`src/design/lbc_pkg.sv`:
```
// Shared constants and types for the lighting configuration register bank
package lbc_pkg;
    localparam logic [7:0] A_HV_ASSIGN  = 8'h10;
    localparam logic [7:0] A_BRIGHT_CFG = 8'h1f;
    localparam logic [7:0] A_FS_BASE    = 8'h20;
    localparam logic [7:0] A_FS_LAST    = 8'h27;
    localparam logic [7:0] A_HV_FB      = 8'h28;
    localparam logic [7:0] A_IND_FB     = 8'h29;
    localparam logic [7:0] A_PUMP       = 8'h2a;
    localparam logic [7:0] A_BANK_EN    = 8'h2b;
    localparam logic [7:0] A_PAT_EN     = 8'h2c;
    localparam logic [7:0] A_BOOST      = 8'h2d;
    localparam logic [7:0] A_AF_THR     = 8'h2e;
    localparam logic [7:0] A_PWM        = 8'h2f;
    localparam logic [7:0] A_A_LO       = 8'h40;
    localparam logic [7:0] A_A_HI       = 8'h41;
    localparam logic [7:0] A_B_LO       = 8'h42;
    localparam logic [7:0] A_B_HI       = 8'h43;
    localparam logic [7:0] A_CH_BASE    = 8'h44;
    localparam logic [7:0] A_CH_LAST    = 8'h49;

    localparam logic [2:0] R_HV_ASSIGN  = 3'h6;
    localparam logic [4:0] R_FS         = 5'h13;
    localparam logic [2:0] R_HV_FB      = 3'h7;
    localparam logic [5:0] R_IND_FB     = 6'h3f;
    localparam logic [7:0] R_AF_THR     = 8'hcf;
    localparam logic [3:0] R_PWM        = 4'hc;

    localparam int B_MAP_AB  = 0;
    localparam int B_MAP_CH  = 1;
    localparam int B_DITH_A  = 2;
    localparam int B_DITH_B  = 3;
    localparam int B_PWM_A   = 0;
    localparam int B_PWM_B   = 1;
    localparam int B_PWM_POL = 2;
    localparam int B_PWM_ZD  = 3;
    localparam int B_FREQ    = 0;
    localparam int B_AUTO_F  = 3;
    localparam int B_AUTO_HR = 4;

    localparam logic [14:0] FS_BASE_UA = 15'h1388;
    localparam logic [14:0] FS_STEP_UA = 15'h0320;

    typedef enum logic [2:0] {
        ST_IDLE = 3'b000,
        ST_DEV  = 3'b001,
        ST_DACK = 3'b011,
        ST_RX   = 3'b010,
        ST_RACK = 3'b110,
        ST_TX   = 3'b111,
        ST_TACK = 3'b101
    } lbc_i2c_st_t;

    typedef enum logic [1:0] {
        GAIN_AUTO = 2'b00,
        GAIN_1X   = 2'b01,
        GAIN_2X   = 2'b10
    } lbc_gain_t;

    function automatic logic [14:0] fs_ua(input logic [4:0] code);
        fs_ua = FS_BASE_UA + 15'(code) * FS_STEP_UA;
    endfunction
endpackage

```
`src/design/lbc_top.sv`:
```
// Lighting driver configuration register bank behind the serial slave
`timescale 1ns/1ns
//
// Contract
// - Dither per bank a/b unless disabled
// - Mapping bits: 0 exponential, 1 linear
// - Eight full-scale registers from 0x20, reset 10011
// - High-voltage sink feedback bits reset connected
// - Indicator sink feedback bits reset connected
// - Pump gain: auto, fixed 1X, fixed 2X
// - Pump disable bit, reset enabled
// - Bank enables gate sink drive, reset off
// - Pattern enables for banks c-h, bits 2-7
// - Overvoltage limit and switching frequency select
// - Auto headroom, auto frequency, threshold 0xcf
// - PWM routing to a/b, zero detect on
// - PWM polarity, reset active high
// - Bank a code split over 0x40/0x41
// - Bank b code split over 0x42/0x43
// - Only high byte write launches new code
// - Banks c-h codes at 0x44 to 0x49
// - Each string sink follows bank a or b
module lbc_top import lbc_pkg::*; #(
    parameter logic [6:0] DEV_ADDR = 7'h2a
) (
    input  wire logic        CLOCK,
    input  wire logic        RST_N,
    input  wire logic        SCL,
    input  wire logic        SDA_IN,
    output logic             SDA_OUT,
    output logic             SDA_OE,
    input  wire logic        PWM_IN,
    output logic             MAP_LINEAR_AB,
    output logic             MAP_LINEAR_CH,
    output logic             DITHER_EN_A,
    output logic             DITHER_EN_B,
    output logic [39:0]      FULL_SCALE_CODE,
    output logic [2:0]       HV_FB_EN,
    output logic [5:0]       IND_FB_EN,
    output logic             PUMP_OFF,
    output logic [1:0]       PUMP_GAIN,
    output logic [7:0]       BANK_EN,
    output logic [5:0]       PATTERN_EN,
    output logic [1:0]       OVP_SEL,
    output logic             FREQ_1MHZ,
    output logic             AUTO_HEADROOM,
    output logic             AUTO_FREQ,
    output logic [7:0]       AUTO_FREQ_THR,
    output logic             PWM_ZERO_DET,
    output logic             PWM_GATE_A,
    output logic             PWM_GATE_B,
    output logic [10:0]      BANK_A_CODE,
    output logic [10:0]      BANK_B_CODE,
    output logic             RAMP_START_A,
    output logic             RAMP_START_B,
    output logic [47:0]      BANK_CH_CODE,
    output logic [32:0]      HV_SINK_CODE,
    output logic [44:0]      HV_SINK_FS_UA
);
    logic       wr_en;
    logic [7:0] wr_addr;
    logic [7:0] wr_data;
    logic [7:0] ptr;
    logic [7:0] rd_data;
    logic [3:0] brcfg_q;
    logic [1:0] dith_q;
    logic [4:0] fs_q [8];
    logic [2:0] hvfb_q;
    logic [5:0] indfb_q;
    logic [2:0] pump_q;
    logic [7:0] ben_q;
    logic [5:0] pat_q;
    logic [4:0] boost_q;
    logic [7:0] afthr_q;
    logic [3:0] pwm_q;
    logic [7:0] ch_q [6];
    logic [2:0] hvsel_q;
    logic [2:0] lo_a;
    logic [2:0] lo_b;
    logic [7:0] hi_a;
    logic [7:0] hi_b;
    logic [1:0] gain_q;
    logic [1:0] pwm_s;
    logic [1:0] gate_q;
    logic [32:0] hv_code_q;
    logic [44:0] hv_fs_q;
    logic [47:0] ch_code_q;

    // Register access over serial slave
    lbc_i2c_slave #(.DEV_ADDR(DEV_ADDR)) u_slave (
        .clk     (CLOCK),
        .rst_n   (RST_N),
        .scl_in  (SCL),
        .sda_in  (SDA_IN),
        .sda_oe  (SDA_OE),
        .wr_en   (wr_en),
        .wr_addr (wr_addr),
        .wr_data (wr_data),
        .ptr_q   (ptr),
        .rd_data (rd_data)
    );
    assign SDA_OUT = 1'b0;

    lbc_split_word u_word_a (
        .clk      (CLOCK),
        .rst_n    (RST_N),
        .lo_we    (wr_en && wr_addr == A_A_LO),
        .hi_we    (wr_en && wr_addr == A_A_HI),
        .din      (wr_data),
        .lo_q     (lo_a),
        .hi_q     (hi_a),
        .word_q   (BANK_A_CODE),
        .launch_q (RAMP_START_A)
    );

    lbc_split_word u_word_b (
        .clk      (CLOCK),
        .rst_n    (RST_N),
        .lo_we    (wr_en && wr_addr == A_B_LO),
        .hi_we    (wr_en && wr_addr == A_B_HI),
        .din      (wr_data),
        .lo_q     (lo_b),
        .hi_q     (hi_b),
        .word_q   (BANK_B_CODE),
        .launch_q (RAMP_START_B)
    );

    always_ff @(posedge CLOCK) begin
        if (!RST_N) begin
            for (int i = 0; i < 8; i++) begin
                fs_q[i] <= R_FS;
            end
        end else if (wr_en && wr_addr >= A_FS_BASE && wr_addr <= A_FS_LAST) begin
            fs_q[wr_addr[2:0]] <= wr_data[4:0];
        end
    end

    always_ff @(posedge CLOCK) begin
        if (!RST_N) begin
            for (int i = 0; i < 6; i++) begin
                ch_q[i] <= 8'h00;
            end
        end else if (wr_en && wr_addr >= A_CH_BASE && wr_addr <= A_CH_LAST) begin
            ch_q[3'(wr_addr - A_CH_BASE)] <= wr_data;
        end
    end

    always_ff @(posedge CLOCK) begin
        if (!RST_N) begin
            hvsel_q <= R_HV_ASSIGN;
            brcfg_q <= 4'h0;
            hvfb_q  <= R_HV_FB;
            indfb_q <= R_IND_FB;
            pump_q  <= 3'h0;
            ben_q   <= 8'h00;
            pat_q   <= 6'h00;
            boost_q <= 5'h00;
            afthr_q <= R_AF_THR;
            pwm_q   <= R_PWM;
        end else if (wr_en) begin
            case (wr_addr)
                A_HV_ASSIGN:  hvsel_q <= wr_data[2:0];
                A_BRIGHT_CFG: brcfg_q <= wr_data[3:0];
                A_HV_FB:      hvfb_q  <= wr_data[2:0];
                A_IND_FB:     indfb_q <= wr_data[5:0];
                A_PUMP:       pump_q  <= wr_data[2:0];
                A_BANK_EN:    ben_q   <= wr_data;
                A_PAT_EN:     pat_q   <= wr_data[7:2];
                A_BOOST:      boost_q <= wr_data[4:0];
                A_AF_THR:     afthr_q <= wr_data;
                A_PWM:        pwm_q   <= wr_data[3:0];
                default:      pat_q   <= pat_q;
            endcase
        end
    end

    always_comb begin
        rd_data = 8'h00;
        if (ptr >= A_FS_BASE && ptr <= A_FS_LAST) begin
            rd_data = {3'h0, fs_q[ptr[2:0]]};
        end else if (ptr >= A_CH_BASE && ptr <= A_CH_LAST) begin
            rd_data = ch_q[3'(ptr - A_CH_BASE)];
        end else begin
            case (ptr)
                A_HV_ASSIGN:  rd_data = {5'h00, hvsel_q};
                A_BRIGHT_CFG: rd_data = {4'h0, brcfg_q};
                A_HV_FB:      rd_data = {5'h00, hvfb_q};
                A_IND_FB:     rd_data = {2'h0, indfb_q};
                A_PUMP:       rd_data = {5'h00, pump_q};
                A_BANK_EN:    rd_data = ben_q;
                A_PAT_EN:     rd_data = {pat_q, 2'h0};
                A_BOOST:      rd_data = {3'h0, boost_q};
                A_AF_THR:     rd_data = afthr_q;
                A_PWM:        rd_data = {4'h0, pwm_q};
                A_A_LO:       rd_data = {5'h00, lo_a};
                A_A_HI:       rd_data = hi_a;
                A_B_LO:       rd_data = {5'h00, lo_b};
                A_B_HI:       rd_data = hi_b;
                default:      rd_data = 8'h00;
            endcase
        end
    end

    always_ff @(posedge CLOCK) begin
        if (!RST_N) begin
            dith_q <= 2'h3;
        end else if (wr_en && wr_addr == A_BRIGHT_CFG) begin
            dith_q <= ~wr_data[3:2];
        end
    end

    always_ff @(posedge CLOCK) begin
        if (!RST_N) begin
            gain_q <= GAIN_AUTO;
        end else if (!pump_q[2]) begin
            gain_q <= GAIN_AUTO;
        end else begin
            gain_q <= pump_q[1] ? GAIN_2X : GAIN_1X;
        end
    end

    always_ff @(posedge CLOCK) begin
        if (!RST_N) begin
            pwm_s  <= 2'h0;
            gate_q <= 2'h3;
        end else begin
            pwm_s <= {pwm_s[0], PWM_IN};
            gate_q[0] <= pwm_q[B_PWM_A] ? (pwm_s[1] ~^ pwm_q[B_PWM_POL]) : 1'b1;
            gate_q[1] <= pwm_q[B_PWM_B] ? (pwm_s[1] ~^ pwm_q[B_PWM_POL]) : 1'b1;
        end
    end

    // String sinks follow bank a or b
    always_ff @(posedge CLOCK) begin
        if (!RST_N) begin
            hv_code_q <= '0;
            hv_fs_q   <= '0;
            ch_code_q <= '0;
        end else begin
            for (int i = 0; i < 3; i++) begin
                if (hvsel_q[i]) begin
                    hv_code_q[i*11 +: 11] <= ben_q[1] ? BANK_B_CODE : 11'h000;
                    hv_fs_q[i*15 +: 15]   <= fs_ua(fs_q[1]);
                end else begin
                    hv_code_q[i*11 +: 11] <= ben_q[0] ? BANK_A_CODE : 11'h000;
                    hv_fs_q[i*15 +: 15]   <= fs_ua(fs_q[0]);
                end
            end
            for (int i = 0; i < 6; i++) begin
                ch_code_q[i*8 +: 8] <= ben_q[i+2] ? ch_q[i] : 8'h00;
            end
        end
    end

    assign MAP_LINEAR_AB = brcfg_q[B_MAP_AB];
    assign MAP_LINEAR_CH = brcfg_q[B_MAP_CH];
    assign DITHER_EN_A   = dith_q[0];
    assign DITHER_EN_B   = dith_q[1];
    assign FULL_SCALE_CODE = {fs_q[7], fs_q[6], fs_q[5], fs_q[4],
                              fs_q[3], fs_q[2], fs_q[1], fs_q[0]};
    assign HV_SINK_FS_UA = hv_fs_q;
    assign HV_FB_EN      = hvfb_q;
    assign IND_FB_EN     = indfb_q;
    assign PUMP_OFF      = pump_q[0];
    assign PUMP_GAIN     = gain_q;
    assign BANK_EN       = ben_q;
    assign PATTERN_EN    = pat_q;
    assign OVP_SEL       = boost_q[2:1];
    assign FREQ_1MHZ     = boost_q[B_FREQ];
    assign AUTO_HEADROOM = boost_q[B_AUTO_HR];
    assign AUTO_FREQ     = boost_q[B_AUTO_F];
    assign AUTO_FREQ_THR = afthr_q;
    assign PWM_ZERO_DET  = pwm_q[B_PWM_ZD];
    assign PWM_GATE_A    = gate_q[0];
    assign PWM_GATE_B    = gate_q[1];
    assign BANK_CH_CODE  = ch_code_q;
    assign HV_SINK_CODE  = hv_code_q;

    // Checks
    property p_low_only;
        @(posedge CLOCK) disable iff (!RST_N)
        wr_en && wr_addr == A_A_LO |=> $stable(BANK_A_CODE) && !RAMP_START_A;
    endproperty
    a_low_only: assert property (p_low_only) else $error("low byte moved code");

    property p_high_a;
        @(posedge CLOCK) disable iff (!RST_N)
        wr_en && wr_addr == A_A_HI |=> RAMP_START_A && BANK_A_CODE == {$past(wr_data), lo_a};
    endproperty
    a_high_a: assert property (p_high_a) else $error("bank a word wrong");

    property p_high_b;
        @(posedge CLOCK) disable iff (!RST_N)
        wr_en && wr_addr == A_B_HI |=> RAMP_START_B ##1 !RAMP_START_B;
    endproperty
    a_high_b: assert property (p_high_b) else $error("bank b launch wrong");

    property p_fs_reset;
        @(posedge CLOCK) disable iff (!RST_N)
        !$past(RST_N) |-> FULL_SCALE_CODE[39:35] == R_FS && FULL_SCALE_CODE[4:0] == R_FS;
    endproperty
    a_fs_reset: assert property (p_fs_reset) else $error("full scale reset");

    property p_off_bank;
        @(posedge CLOCK) disable iff (!RST_N)
        !hvsel_q[0] && !ben_q[0] |=> HV_SINK_CODE[10:0] == 11'h000;
    endproperty
    a_off_bank: assert property (p_off_bank) else $error("disabled bank drives");

    property p_gain;
        @(posedge CLOCK) disable iff (!RST_N)
        pump_q[2:1] == 2'b11 |=> PUMP_GAIN == GAIN_2X;
    endproperty
    a_gain: assert property (p_gain) else $error("pump gain decode");

    property p_assign_b;
        @(posedge CLOCK) disable iff (!RST_N)
        hvsel_q[1] && ben_q[1] |=> HV_SINK_CODE[21:11] == $past(BANK_B_CODE);
    endproperty
    a_assign_b: assert property (p_assign_b) else $error("sink not on bank b");

    property p_rsvd;
        @(posedge CLOCK) disable iff (!RST_N)
        ptr == A_BRIGHT_CFG || ptr == A_PWM |-> rd_data[7:4] == 4'h0;
    endproperty
    a_rsvd: assert property (p_rsvd) else $error("reserved bits read");

    property p_fs_ua;
        @(posedge CLOCK) disable iff (!RST_N)
        !hvsel_q[0] |=> HV_SINK_FS_UA[14:0] == FS_BASE_UA + 15'($past(fs_q[0])) * FS_STEP_UA;
    endproperty
    a_fs_ua: assert property (p_fs_ua) else $error("full scale current");

    c_ramp_a: cover property (@(posedge CLOCK) disable iff (!RST_N) RAMP_START_A);
    c_gain_1x: cover property (@(posedge CLOCK) disable iff (!RST_N) PUMP_GAIN == GAIN_1X);
    c_read: cover property (@(posedge CLOCK) disable iff (!RST_N) SDA_OE && ptr == A_AF_THR);
endmodule

```
`src/design/lbc_split_word.sv`:
```
// Split brightness word: low and high byte latches, applied on high write
`timescale 1ns/1ns
module lbc_split_word import lbc_pkg::*; #(
    parameter int LO_W = 3,
    parameter int HI_W = 8
) (
    input  wire logic                 clk,
    input  wire logic                 rst_n,
    input  wire logic                 lo_we,
    input  wire logic                 hi_we,
    input  wire logic [7:0]           din,
    output logic      [LO_W-1:0]      lo_q,
    output logic      [HI_W-1:0]      hi_q,
    output logic      [LO_W+HI_W-1:0] word_q,
    output logic                      launch_q
);
    always_ff @(posedge clk) begin
        if (!rst_n) begin
            lo_q <= '0;
            hi_q <= '0;
        end else begin
            if (lo_we) begin
                lo_q <= din[LO_W-1:0];
            end
            if (hi_we) begin
                hi_q <= din[HI_W-1:0];
            end
        end
    end

    always_ff @(posedge clk) begin
        if (!rst_n) begin
            word_q   <= '0;
            launch_q <= 1'b0;
        end else begin
            launch_q <= hi_we;
            if (hi_we) begin
                word_q <= {din[HI_W-1:0], lo_q};
            end
        end
    end
endmodule

```
`src/design/lbc_i2c_slave.sv`:
```
// Serial control slave: device address, register pointer, auto-increment
`timescale 1ns/1ns
module lbc_i2c_slave import lbc_pkg::*; #(
    parameter logic [6:0] DEV_ADDR = 7'h2a
) (
    input  wire logic       clk,
    input  wire logic       rst_n,
    input  wire logic       scl_in,
    input  wire logic       sda_in,
    output logic            sda_oe,
    output logic            wr_en,
    output logic      [7:0] wr_addr,
    output logic      [7:0] wr_data,
    output logic      [7:0] ptr_q,
    input  wire logic [7:0] rd_data
);
    logic [2:0]  scl_s;
    logic [2:0]  sda_s;
    lbc_i2c_st_t st_q;
    logic [3:0]  cnt_q;
    logic [7:0]  sh_q;
    logic        rw_q;
    logic        first_q;
    logic        rise;
    logic        fall;
    logic        start;
    logic        stop;

    always_ff @(posedge clk) begin
        if (!rst_n) begin
            scl_s <= 3'h7;
            sda_s <= 3'h7;
        end else begin
            scl_s <= {scl_s[1:0], scl_in};
            sda_s <= {sda_s[1:0], sda_in};
        end
    end

    assign rise  = scl_s[1] & ~scl_s[2];
    assign fall  = ~scl_s[1] & scl_s[2];
    assign start = scl_s[1] & scl_s[2] & sda_s[2] & ~sda_s[1];
    assign stop  = scl_s[1] & scl_s[2] & ~sda_s[2] & sda_s[1];

    // Byte address then data, pointer auto-increments
    always_ff @(posedge clk) begin
        if (!rst_n) begin
            st_q <= ST_IDLE; cnt_q <= 4'h0; sh_q <= 8'h00; rw_q <= 1'b0;
            first_q <= 1'b0; sda_oe <= 1'b0; wr_en <= 1'b0;
            wr_addr <= 8'h00; wr_data <= 8'h00; ptr_q <= 8'h00;
        end else begin
            wr_en <= 1'b0;
            if (start) begin
                st_q <= ST_DEV; cnt_q <= 4'h0; sda_oe <= 1'b0;
            end else if (stop) begin
                st_q <= ST_IDLE; sda_oe <= 1'b0;
            end else begin
                case (st_q)
                    ST_DEV, ST_RX: begin
                        if (rise) begin
                            sh_q <= {sh_q[6:0], sda_s[1]}; cnt_q <= cnt_q + 4'h1;
                        end else if (fall && cnt_q == 4'h8) begin
                            cnt_q <= 4'h0;
                            if (st_q == ST_RX) begin
                                sda_oe <= 1'b1; st_q <= ST_RACK;
                                if (first_q) begin
                                    ptr_q <= sh_q; first_q <= 1'b0;
                                end else begin
                                    wr_en <= 1'b1; wr_addr <= ptr_q; wr_data <= sh_q;
                                    ptr_q <= ptr_q + 8'h01;
                                end
                            end else if (sh_q[7:1] == DEV_ADDR) begin
                                sda_oe <= 1'b1; rw_q <= sh_q[0]; st_q <= ST_DACK;
                            end else begin
                                st_q <= ST_IDLE;
                            end
                        end
                    end
                    ST_DACK: if (fall) begin
                        cnt_q <= 4'h0;
                        if (rw_q) begin
                            sh_q <= rd_data; sda_oe <= ~rd_data[7]; st_q <= ST_TX;
                        end else begin
                            sda_oe <= 1'b0; first_q <= 1'b1; st_q <= ST_RX;
                        end
                    end
                    ST_RACK: if (fall) begin
                        sda_oe <= 1'b0; st_q <= ST_RX;
                    end
                    ST_TX: begin
                        if (rise) begin
                            cnt_q <= cnt_q + 4'h1;
                        end else if (fall && cnt_q == 4'h8) begin
                            sda_oe <= 1'b0; cnt_q <= 4'h0; ptr_q <= ptr_q + 8'h01;
                            st_q <= ST_TACK;
                        end else if (fall) begin
                            sh_q <= {sh_q[6:0], 1'b0}; sda_oe <= ~sh_q[6];
                        end
                    end
                    ST_TACK: begin
                        if (rise) begin
                            cnt_q <= 4'h1; rw_q <= ~sda_s[1];
                        end else if (fall && cnt_q == 4'h1) begin
                            cnt_q <= 4'h0;
                            if (rw_q) begin
                                sh_q <= rd_data; sda_oe <= ~rd_data[7]; st_q <= ST_TX;
                            end else begin
                                st_q <= ST_IDLE;
                            end
                        end
                    end
                    default: st_q <= ST_IDLE;
                endcase
            end
        end
    end
endmodule

```
`config.mk`:
```
export PLATFORM = sky130hd
export DESIGN_NAME = lbc_top
export DESIGN_NICKNAME = d
export VERILOG_FILES = /design/src/design/lbc_pkg.sv /design/src/design/lbc_top.sv /design/src/design/lbc_split_word.sv /design/src/design/lbc_i2c_slave.sv
export SDC_FILE = /design/constraint.sdc
export NUM_CORES = 1
export LEC_CHECK = 0
export BUFFER_PORTS_ARGS = -buffer_cell sky130_fd_sc_hd__buf_2
export CAP_MARGIN = 20
export CORE_ASPECT_RATIO = 1.4
export CORE_MARGIN = 2
export CORE_UTILIZATION = 45
export CTS_CLUSTER_DIAMETER = 100
export DETAILED_ROUTE_END_ITERATION = 7
export PLACE_DENSITY = 0.65
export SETUP_SLACK_MARGIN = 0.4
export SLEW_MARGIN = 10
export SYNTH_ARGS = -nofsm -noshare
export SYNTH_HDL_FRONTEND = slang
export SYNTH_HIERARCHICAL = 1
export SYNTH_SLANG_ARGS = --single-unit
```
`constraint.sdc`:
```
create_clock -name CLOCK -period 5 [get_ports CLOCK]
set_clock_uncertainty 0.1 [all_clocks]
set_input_delay 0.5 -clock CLOCK [delete_from_list [all_inputs] [get_ports CLOCK]]
set_output_delay 0.5 -clock CLOCK [all_outputs]
set_load 0.1 [all_outputs]
```
**Word-level counts from Yosys, hierarchy flattened**

Memory sizes are Yosys's and may differ from the RTL's. A register that Yosys moved wholly into a read port is not among the register bits.
Cells that the tools add are included.

- Word-level logic and storage cells: 296
- RAM bits: 88
- Memories: 2
- Register bits: 231
- Output and inout port bits: 238

- Multiply operators: 2
- Mux-type cells: 91
- Bitwise operators: 23
- Eq/ne operators: 66
- Add/sub/neg operators: 6
- Reduce and logical (&&, ||, !) cells: 60
- Order comparisons: 8

Memory list:

| memory | words | width | rd ports | clocked after memory_dff | write ports | RTL line | text |
|---|---|---|---|---|---|---|---|
| ch_q | 6 | 8 | 7 | 6 | 6 | lbc_top.sv:76 | `logic [7:0] ch_q [6];` |
| fs_q | 8 | 5 | 9 | 1 | 8 | lbc_top.sv:67 | `logic [4:0] fs_q [8];` |

Operators with widths:

| kind | count |
|---|---|
| 8-bit 2-to-1 mux | 17 |
| 8-bit by 6-bit equality test with 1-bit output (second input constant) | 16 |
| 8-bit case mux with 14 select lines | 1 |
| 8-bit by 7-bit equality test with 1-bit output (second input constant) | 8 |
| 11-bit 2-to-1 mux | 5 |
| 15-bit 2-to-1 mux | 3 |
| 3-bit 2-to-1 mux | 15 |
| 8-bit AND reduction | 5 |
| 2-bit AND reduction | 19 |
| 1-bit 2-to-1 mux | 35 |
| 8-bit by 5-bit equality test with 1-bit output (second input constant) | 4 |
| 8-bit case mux with 4 select lines | 1 |
| 13-bit by 15-bit adder with 15-bit output (first input constant) | 2 |
| 2-bit by 1-bit inequality test with 1-bit output (second input constant) | 11 |
| 5-bit by 5-bit multiplier with 10-bit output (second input constant) | 2 |
| 4-bit 2-to-1 mux | 5 |
| 4-bit by 1-bit inequality test with 1-bit output (second input constant) | 5 |
| 8-bit by 6-bit greater-or-equal comparator with 1-bit output (second input constant) | 2 |
| 8-bit by 7-bit greater-or-equal comparator with 1-bit output (second input constant) | 2 |
| 8-bit by 6-bit less-or-equal comparator with 1-bit output (second input constant) | 2 |
| 8-bit by 7-bit less-or-equal comparator with 1-bit output (second input constant) | 2 |
| 8-bit case mux with 2 select lines | 1 |
| 3-bit case mux with 5 select lines | 1 |
| 1-bit inverter | 14 |
| other kinds (35) | 78 |

**Longest topological paths before layout**

- Depth in word-level cells: 9
- Gate-level depth with buffers: 12

**Cells and area by module**

Netlist, hierarchy kept.

By module, submodules not included:

| module | cells each | area an instance (um^2) | instances | seq. area each (um^2) |
|---|---|---|---|---|
| lbc_top | 1,134 | 12,233.0 | 1 | 6,526.3 |
| lbc_i2c_slave | 334 | 2,775.2 | 1 | 980.9 |
| lbc_split_word | 54 | 610.6 | 2 | 300.3 |

**Worst setup path after synthesis**

Ideal clock, no wire load.

- Kind: reg-to-reg
- Start point: mem fs_q[1][3]
- End point: reg hv_fs_q[13] (netlist: HV_SINK_FS_UA[13])
- Data arrival time: 3.147 ns
- Setup time: 0.132 ns
- Cell stages (with the launch flop): 12
- Data required time: 4.768 ns
- Buffers on the path: 0
- Setup slack: 1.621 ns
- Cell sequence: edfxtp_1 > inv_1 > ha_1 > inv_1 > ha_1 > ha_1 > ha_1 > a31oi_1 > xnor2_1 > or3_1 > nand3_1 > a21oi_1

RTL lines:

| item | RTL line | text |
|---|---|---|
| start: declaration | lbc_top.sv:67 |  |
| end signal: indexed assignment | lbc_top.sv:243 | `hv_fs_q[i*15 +: 15] <= fs_ua(fs_q[1]);` |
| end signal: indexed assignment | lbc_top.sv:246 | `hv_fs_q[i*15 +: 15] <= fs_ua(fs_q[0]);` |
| end: declaration | lbc_top.sv:86 | `logic [44:0] hv_fs_q;` |

**Final worst setup path**

- Start point: reg u_slave.ptr_q[0]
- End point: reg u_slave.sh_q[0]

- Cells in the longest elaborated chain, start to end: 8
- Elaborated cells on any way between the ends: 30

Ends and longest elaborated chain:

| item | RTL line | text |
|---|---|---|
| start: declaration | lbc_i2c_slave.sv:14 | `output logic [7:0] ptr_q,` |
| start signal: assignment | lbc_i2c_slave.sv:69 | `ptr_q <= ptr_q + 8'h01;` |
| 3-bit subtractor (tied with other cells) | lbc_top.sv:182 | `rd_data = ch_q[3'(ptr - A_CH_BASE)];` |
| memory 6 x 8 bit (tied with other cells) | -- |  |
| 8-bit 2-to-1 mux | lbc_top.sv:181 | `end else if (ptr >= A_CH_BASE && ptr <= A_CH_LAST) begin` |
| 8-bit 2-to-1 mux * | lbc_top.sv:179 | `if (ptr >= A_FS_BASE && ptr <= A_FS_LAST) begin` |
| net rd_data[0] | lbc_top.sv:64 | `logic [7:0] rd_data;` |
| 8-bit 2-to-1 mux * | lbc_i2c_slave.sv:80, lbc_i2c_slave.sv:104 |  |
| 8-bit 2-to-1 mux | lbc_i2c_slave.sv:102 | `end else if (fall && cnt_q == 4'h1) begin` |
| 8-bit 2-to-1 mux | lbc_i2c_slave.sv:100 | `if (rise) begin` |
| 8-bit case mux with 4 select lines * | lbc_i2c_slave.sv:57 | `case (st_q)` |
| end signal: assignment | lbc_i2c_slave.sv:60 | `sh_q <= {sh_q[6:0], sda_s[1]}; cnt_q <= cnt_q + 4'h1;` |
| end signal: assignment | lbc_i2c_slave.sv:96 | `sh_q <= {sh_q[6:0], 1'b0}; sda_oe <= ~sh_q[6];` |
| end: declaration | lbc_i2c_slave.sv:21 | `logic [7:0] sh_q;` |

The timed path passes the listed nets; every way through them passes the cells marked *. The select of a mux whose other input is x is not followed.
A chain may end at the register's enable or synchronous reset.

==> results.toml <==
[status]
status = "complete, no violations"

[setup_path]
cp_data_arrival_time_ns = 3.51
path_max_fanout = 24
crit_type = "reg2reg"
start_kind = "register"
worst_ep_required_time_ns = 5.29
end_kind = "register"

[placed_design]
postPlaceCellArea_um2 = 17550
pre_cts_ws_ns = 1.807
io_buffers = 229
detailed_place_hpwl_mm = 35.29
dp_cells = 2184
finalWeightedCongestion = 0.9438

[synthesis]
ys_types = 90
synthArstFlopShare = 0
synth_top_flop_cell = "dfxtp_1"
yosysWarningCount = 6
synth_seq_cells = 353
ys_seq_area_frac = 0.4996
syn_area_per_cell_um2 = 10.30
synthCells = 1576
synth-edff-count = 104
synth_area_um2 = 16230

[cells_and_area]
ff_latch_area_um2 = 8110
multiInputGateArea_um2 = 7416
syn_to_final_growth_pct = 15.90
stdcell_count = 2254
num_antenna_cells = 0
final_nets = 1810
layout-drive-gt1-share = 0.2093
num-fill-cells = 3220
stdcell_area_um2 = 18810

[sta]
holdWs_ns = 0.04141
hold_violations = 0
max-slew-margin-rel = 0.2833
setup_viol = 0
setup_tns_ns = 0
tightestPinTransition_ns = 1.075
rsz0062_at_grt = "no"
period_minus_slack_ns = 3.216
slew_viol_final = 0
period_share = 0.6432
max_freq_mhz = 311.0
fin_ws_ns = 1.784

[flow_run]
drv_cap = 0

[global_routing]
grt_max_degree = 92
grt_pass1_wl_mm = 73.24
grt_pass1_vias = 12430
grt_usage = 0.2545
grt_antenna_before_repair = 0
grt_overflow = 0

[clock_tree]
root_buffer = "clkbuf_16"
cts_tree = "yes"
clkTransAtPathRegs_ns = 0.06
postCtsHoldBufs = 0
postCtsSetupRepairBufs = 0
cts_buffers = 37
htreeDepth = 2
clock-sinks = 353
insertion_delay_ns = 0.54
cts_resized = 0
cts_max_path_buffers = 3

[pwr]
powerDensity_nw_per_um2 = 336.1
ir_worst_vdd_v = 0.0003530
power.leakage_nw = 7.978

[worst_hold_path]
hold_class = "in2reg"

[floorplanning]
die_area_um2 = 37620
start_util = 0.4545
ios = 243
die_y_um = 228.7
die_w_um = 164.5
core_area_um2 = 35700
rows = 82

[route]
drc = 0
drt-pass1-iter-count = 7
vias = 12960
first_iter_violations = 1236
wire_per_inst_um = 21.86
totalWireLength_mm = 49.28
drtAntennaViolNets = 0
via_per_inst = 5.752
==> flip-flops by register name, summed over array words and instances, names as in the netlist, 4 cells and up <==
name             count
AUTO_FREQ_THR        8
BANK_CH_CODE        48
BANK_EN              8
HV_SINK_CODE        33
HV_SINK_FS_UA       31
IND_FB_EN            6
PATTERN_EN           6
boost_q              5
brcfg_q              4
ch_q                64
fs_q                40
pwm_q                4
u_slave/cnt_q        4
u_slave/ptr_q        8
u_slave/sh_q         8
u_slave/wr_addr      8
u_slave/wr_data      8
u_word_a/hi_q        8
u_word_b/hi_q        8
==> cell usage after synthesis, types with 26 or more instances <==
cell type | count | area share
buf_4 | 33 | 0.015
a21oi_1 | 52 | 0.016
nand2_1 | 107 | 0.025
nor2b_1 | 41 | 0.016
mux2i_1 | 108 | 0.067
and3_1 | 91 | 0.035
clkbuf_1 | 65 | 0.015
ha_1 | 40 | 0.031
edfxtp_1 | 104 | 0.19
o21ai_0 | 37 | 0.011
mux4_2 | 26 | 0.036
a31oi_1 | 40 | 0.015
nor2_1 | 172 | 0.040
nand3_1 | 39 | 0.012
dfxtp_1 | 249 | 0.31
==> layer usage <==
| metal | track usage | routed length, um |
|---|---|---|
| met1 | 0.3000 | 18710 |
| met5 | 0 | 0 |
| met3 | 0.03575 | 3005 |
| met2 | 0.4546 | 25400 |
| met4 | 0.1120 | 2159 |
==> worst max-delay path, stage by stage (launching register included) <==
cell       delay, ns
dfxtp_2         0.82
buf_4           0.38
mux4_2          0.54
mux2i_1         0.29
a2bb2oi_1       0.19
nand3_1         0.12
o21ai_0         0.07
a2111oi_0       0.44
nor3_1          0.09
==> area by class of cell <==
class,instances,area share
Sequential cell,353,0.4312
Multi-Input combinational cell,1088,0.3943
Timing Repair Buffer,258,0.07344
Clock buffer,53,0.05668
Tap cell,462,0.03073
Clock inverter,15,0.008714
Inverter,25,0.004989
==> cells by family after synthesis <==
group           synth area share
compound gates            0.1028
xor+xnor                 0.01025
fa+ha+maj                0.03331
buf+inv                  0.05027
flops                     0.4996
mux                       0.1103
other cells            0.0002311
simple gates              0.1932
==> cells in the final DEF (no fill, tap or decap), types with 8 or more instances in the layout <==
cell | Yosys | layout
dfxtp_1 | 249 | 247
buf_2 | 21 | 228
nor2_1 | 172 | 172
mux2i_1 | 108 | 108
nand2_1 | 107 | 107
edfxtp_1 | 104 | 104
and3_1 | 91 | 91
a21oi_1 | 52 | 52
nor2b_1 | 41 | 41
a31oi_1 | 40 | 40
ha_1 | 40 | 40
nand3_1 | 39 | 39
clkbuf_16 | 0 | 37
o21ai_0 | 37 | 36
conb_1 | 1 | 29
buf_4 | 33 | 28
mux4_2 | 26 | 26
or3_1 | 25 | 25
nor3_1 | 25 | 24
inv_1 | 20 | 19
nand2b_1 | 19 | 19
o211ai_1 | 14 | 14
and2_1 | 13 | 13
o22ai_1 | 13 | 13
a211oi_1 | 13 | 13
xnor2_1 | 13 | 13
nand3b_1 | 10 | 10
o21ai_1 | 8 | 9
a311oi_1 | 9 | 9
or2_1 | 9 | 9
clkbuf_8 | 0 | 8
clkbuf_1 | 65 | 8
==> through the flow <==
stage	total power, mW	util
6_report	6.321	0.5268
5_1_grt	6.510	0.5268
4_1_cts	6.352	0.5260
3_5_place_dp	3.635	0.4915
3_3_place_gp	3.626	0.4915
2_1_floorplan	3.539	-
==> where the power goes <==
| part | total (mW) | leakage, nW | internal [mW] | switching [mW] |
|---|---|---|---|---|
| combinational | 0.548 | 4.37 | 0.110 | 0.439 |
| clock | 2.75 | 0.600 | 1.60 | 1.14 |
| sequential | 3.03 | 3.01 | 3.00 | 0.0306 |
| total | 6.32 | 7.98 | 4.71 | 1.61 |
==> final timing paths <==
check	from	end	slack [ns]	cells past startpoint
min	SCL	u_slave/scl_s[0]	0.04	2
max	u_slave/ptr_q[0]	u_slave/sh_q[0]	1.78	8
min reg2reg	u_slave/scl_s[0]	u_slave/scl_s[1]	0.30	1
max reg2reg	u_slave/ptr_q[0]	u_slave/sh_q[0]	1.78	8
Note: power is estimated with default switching activity, not from simulation.
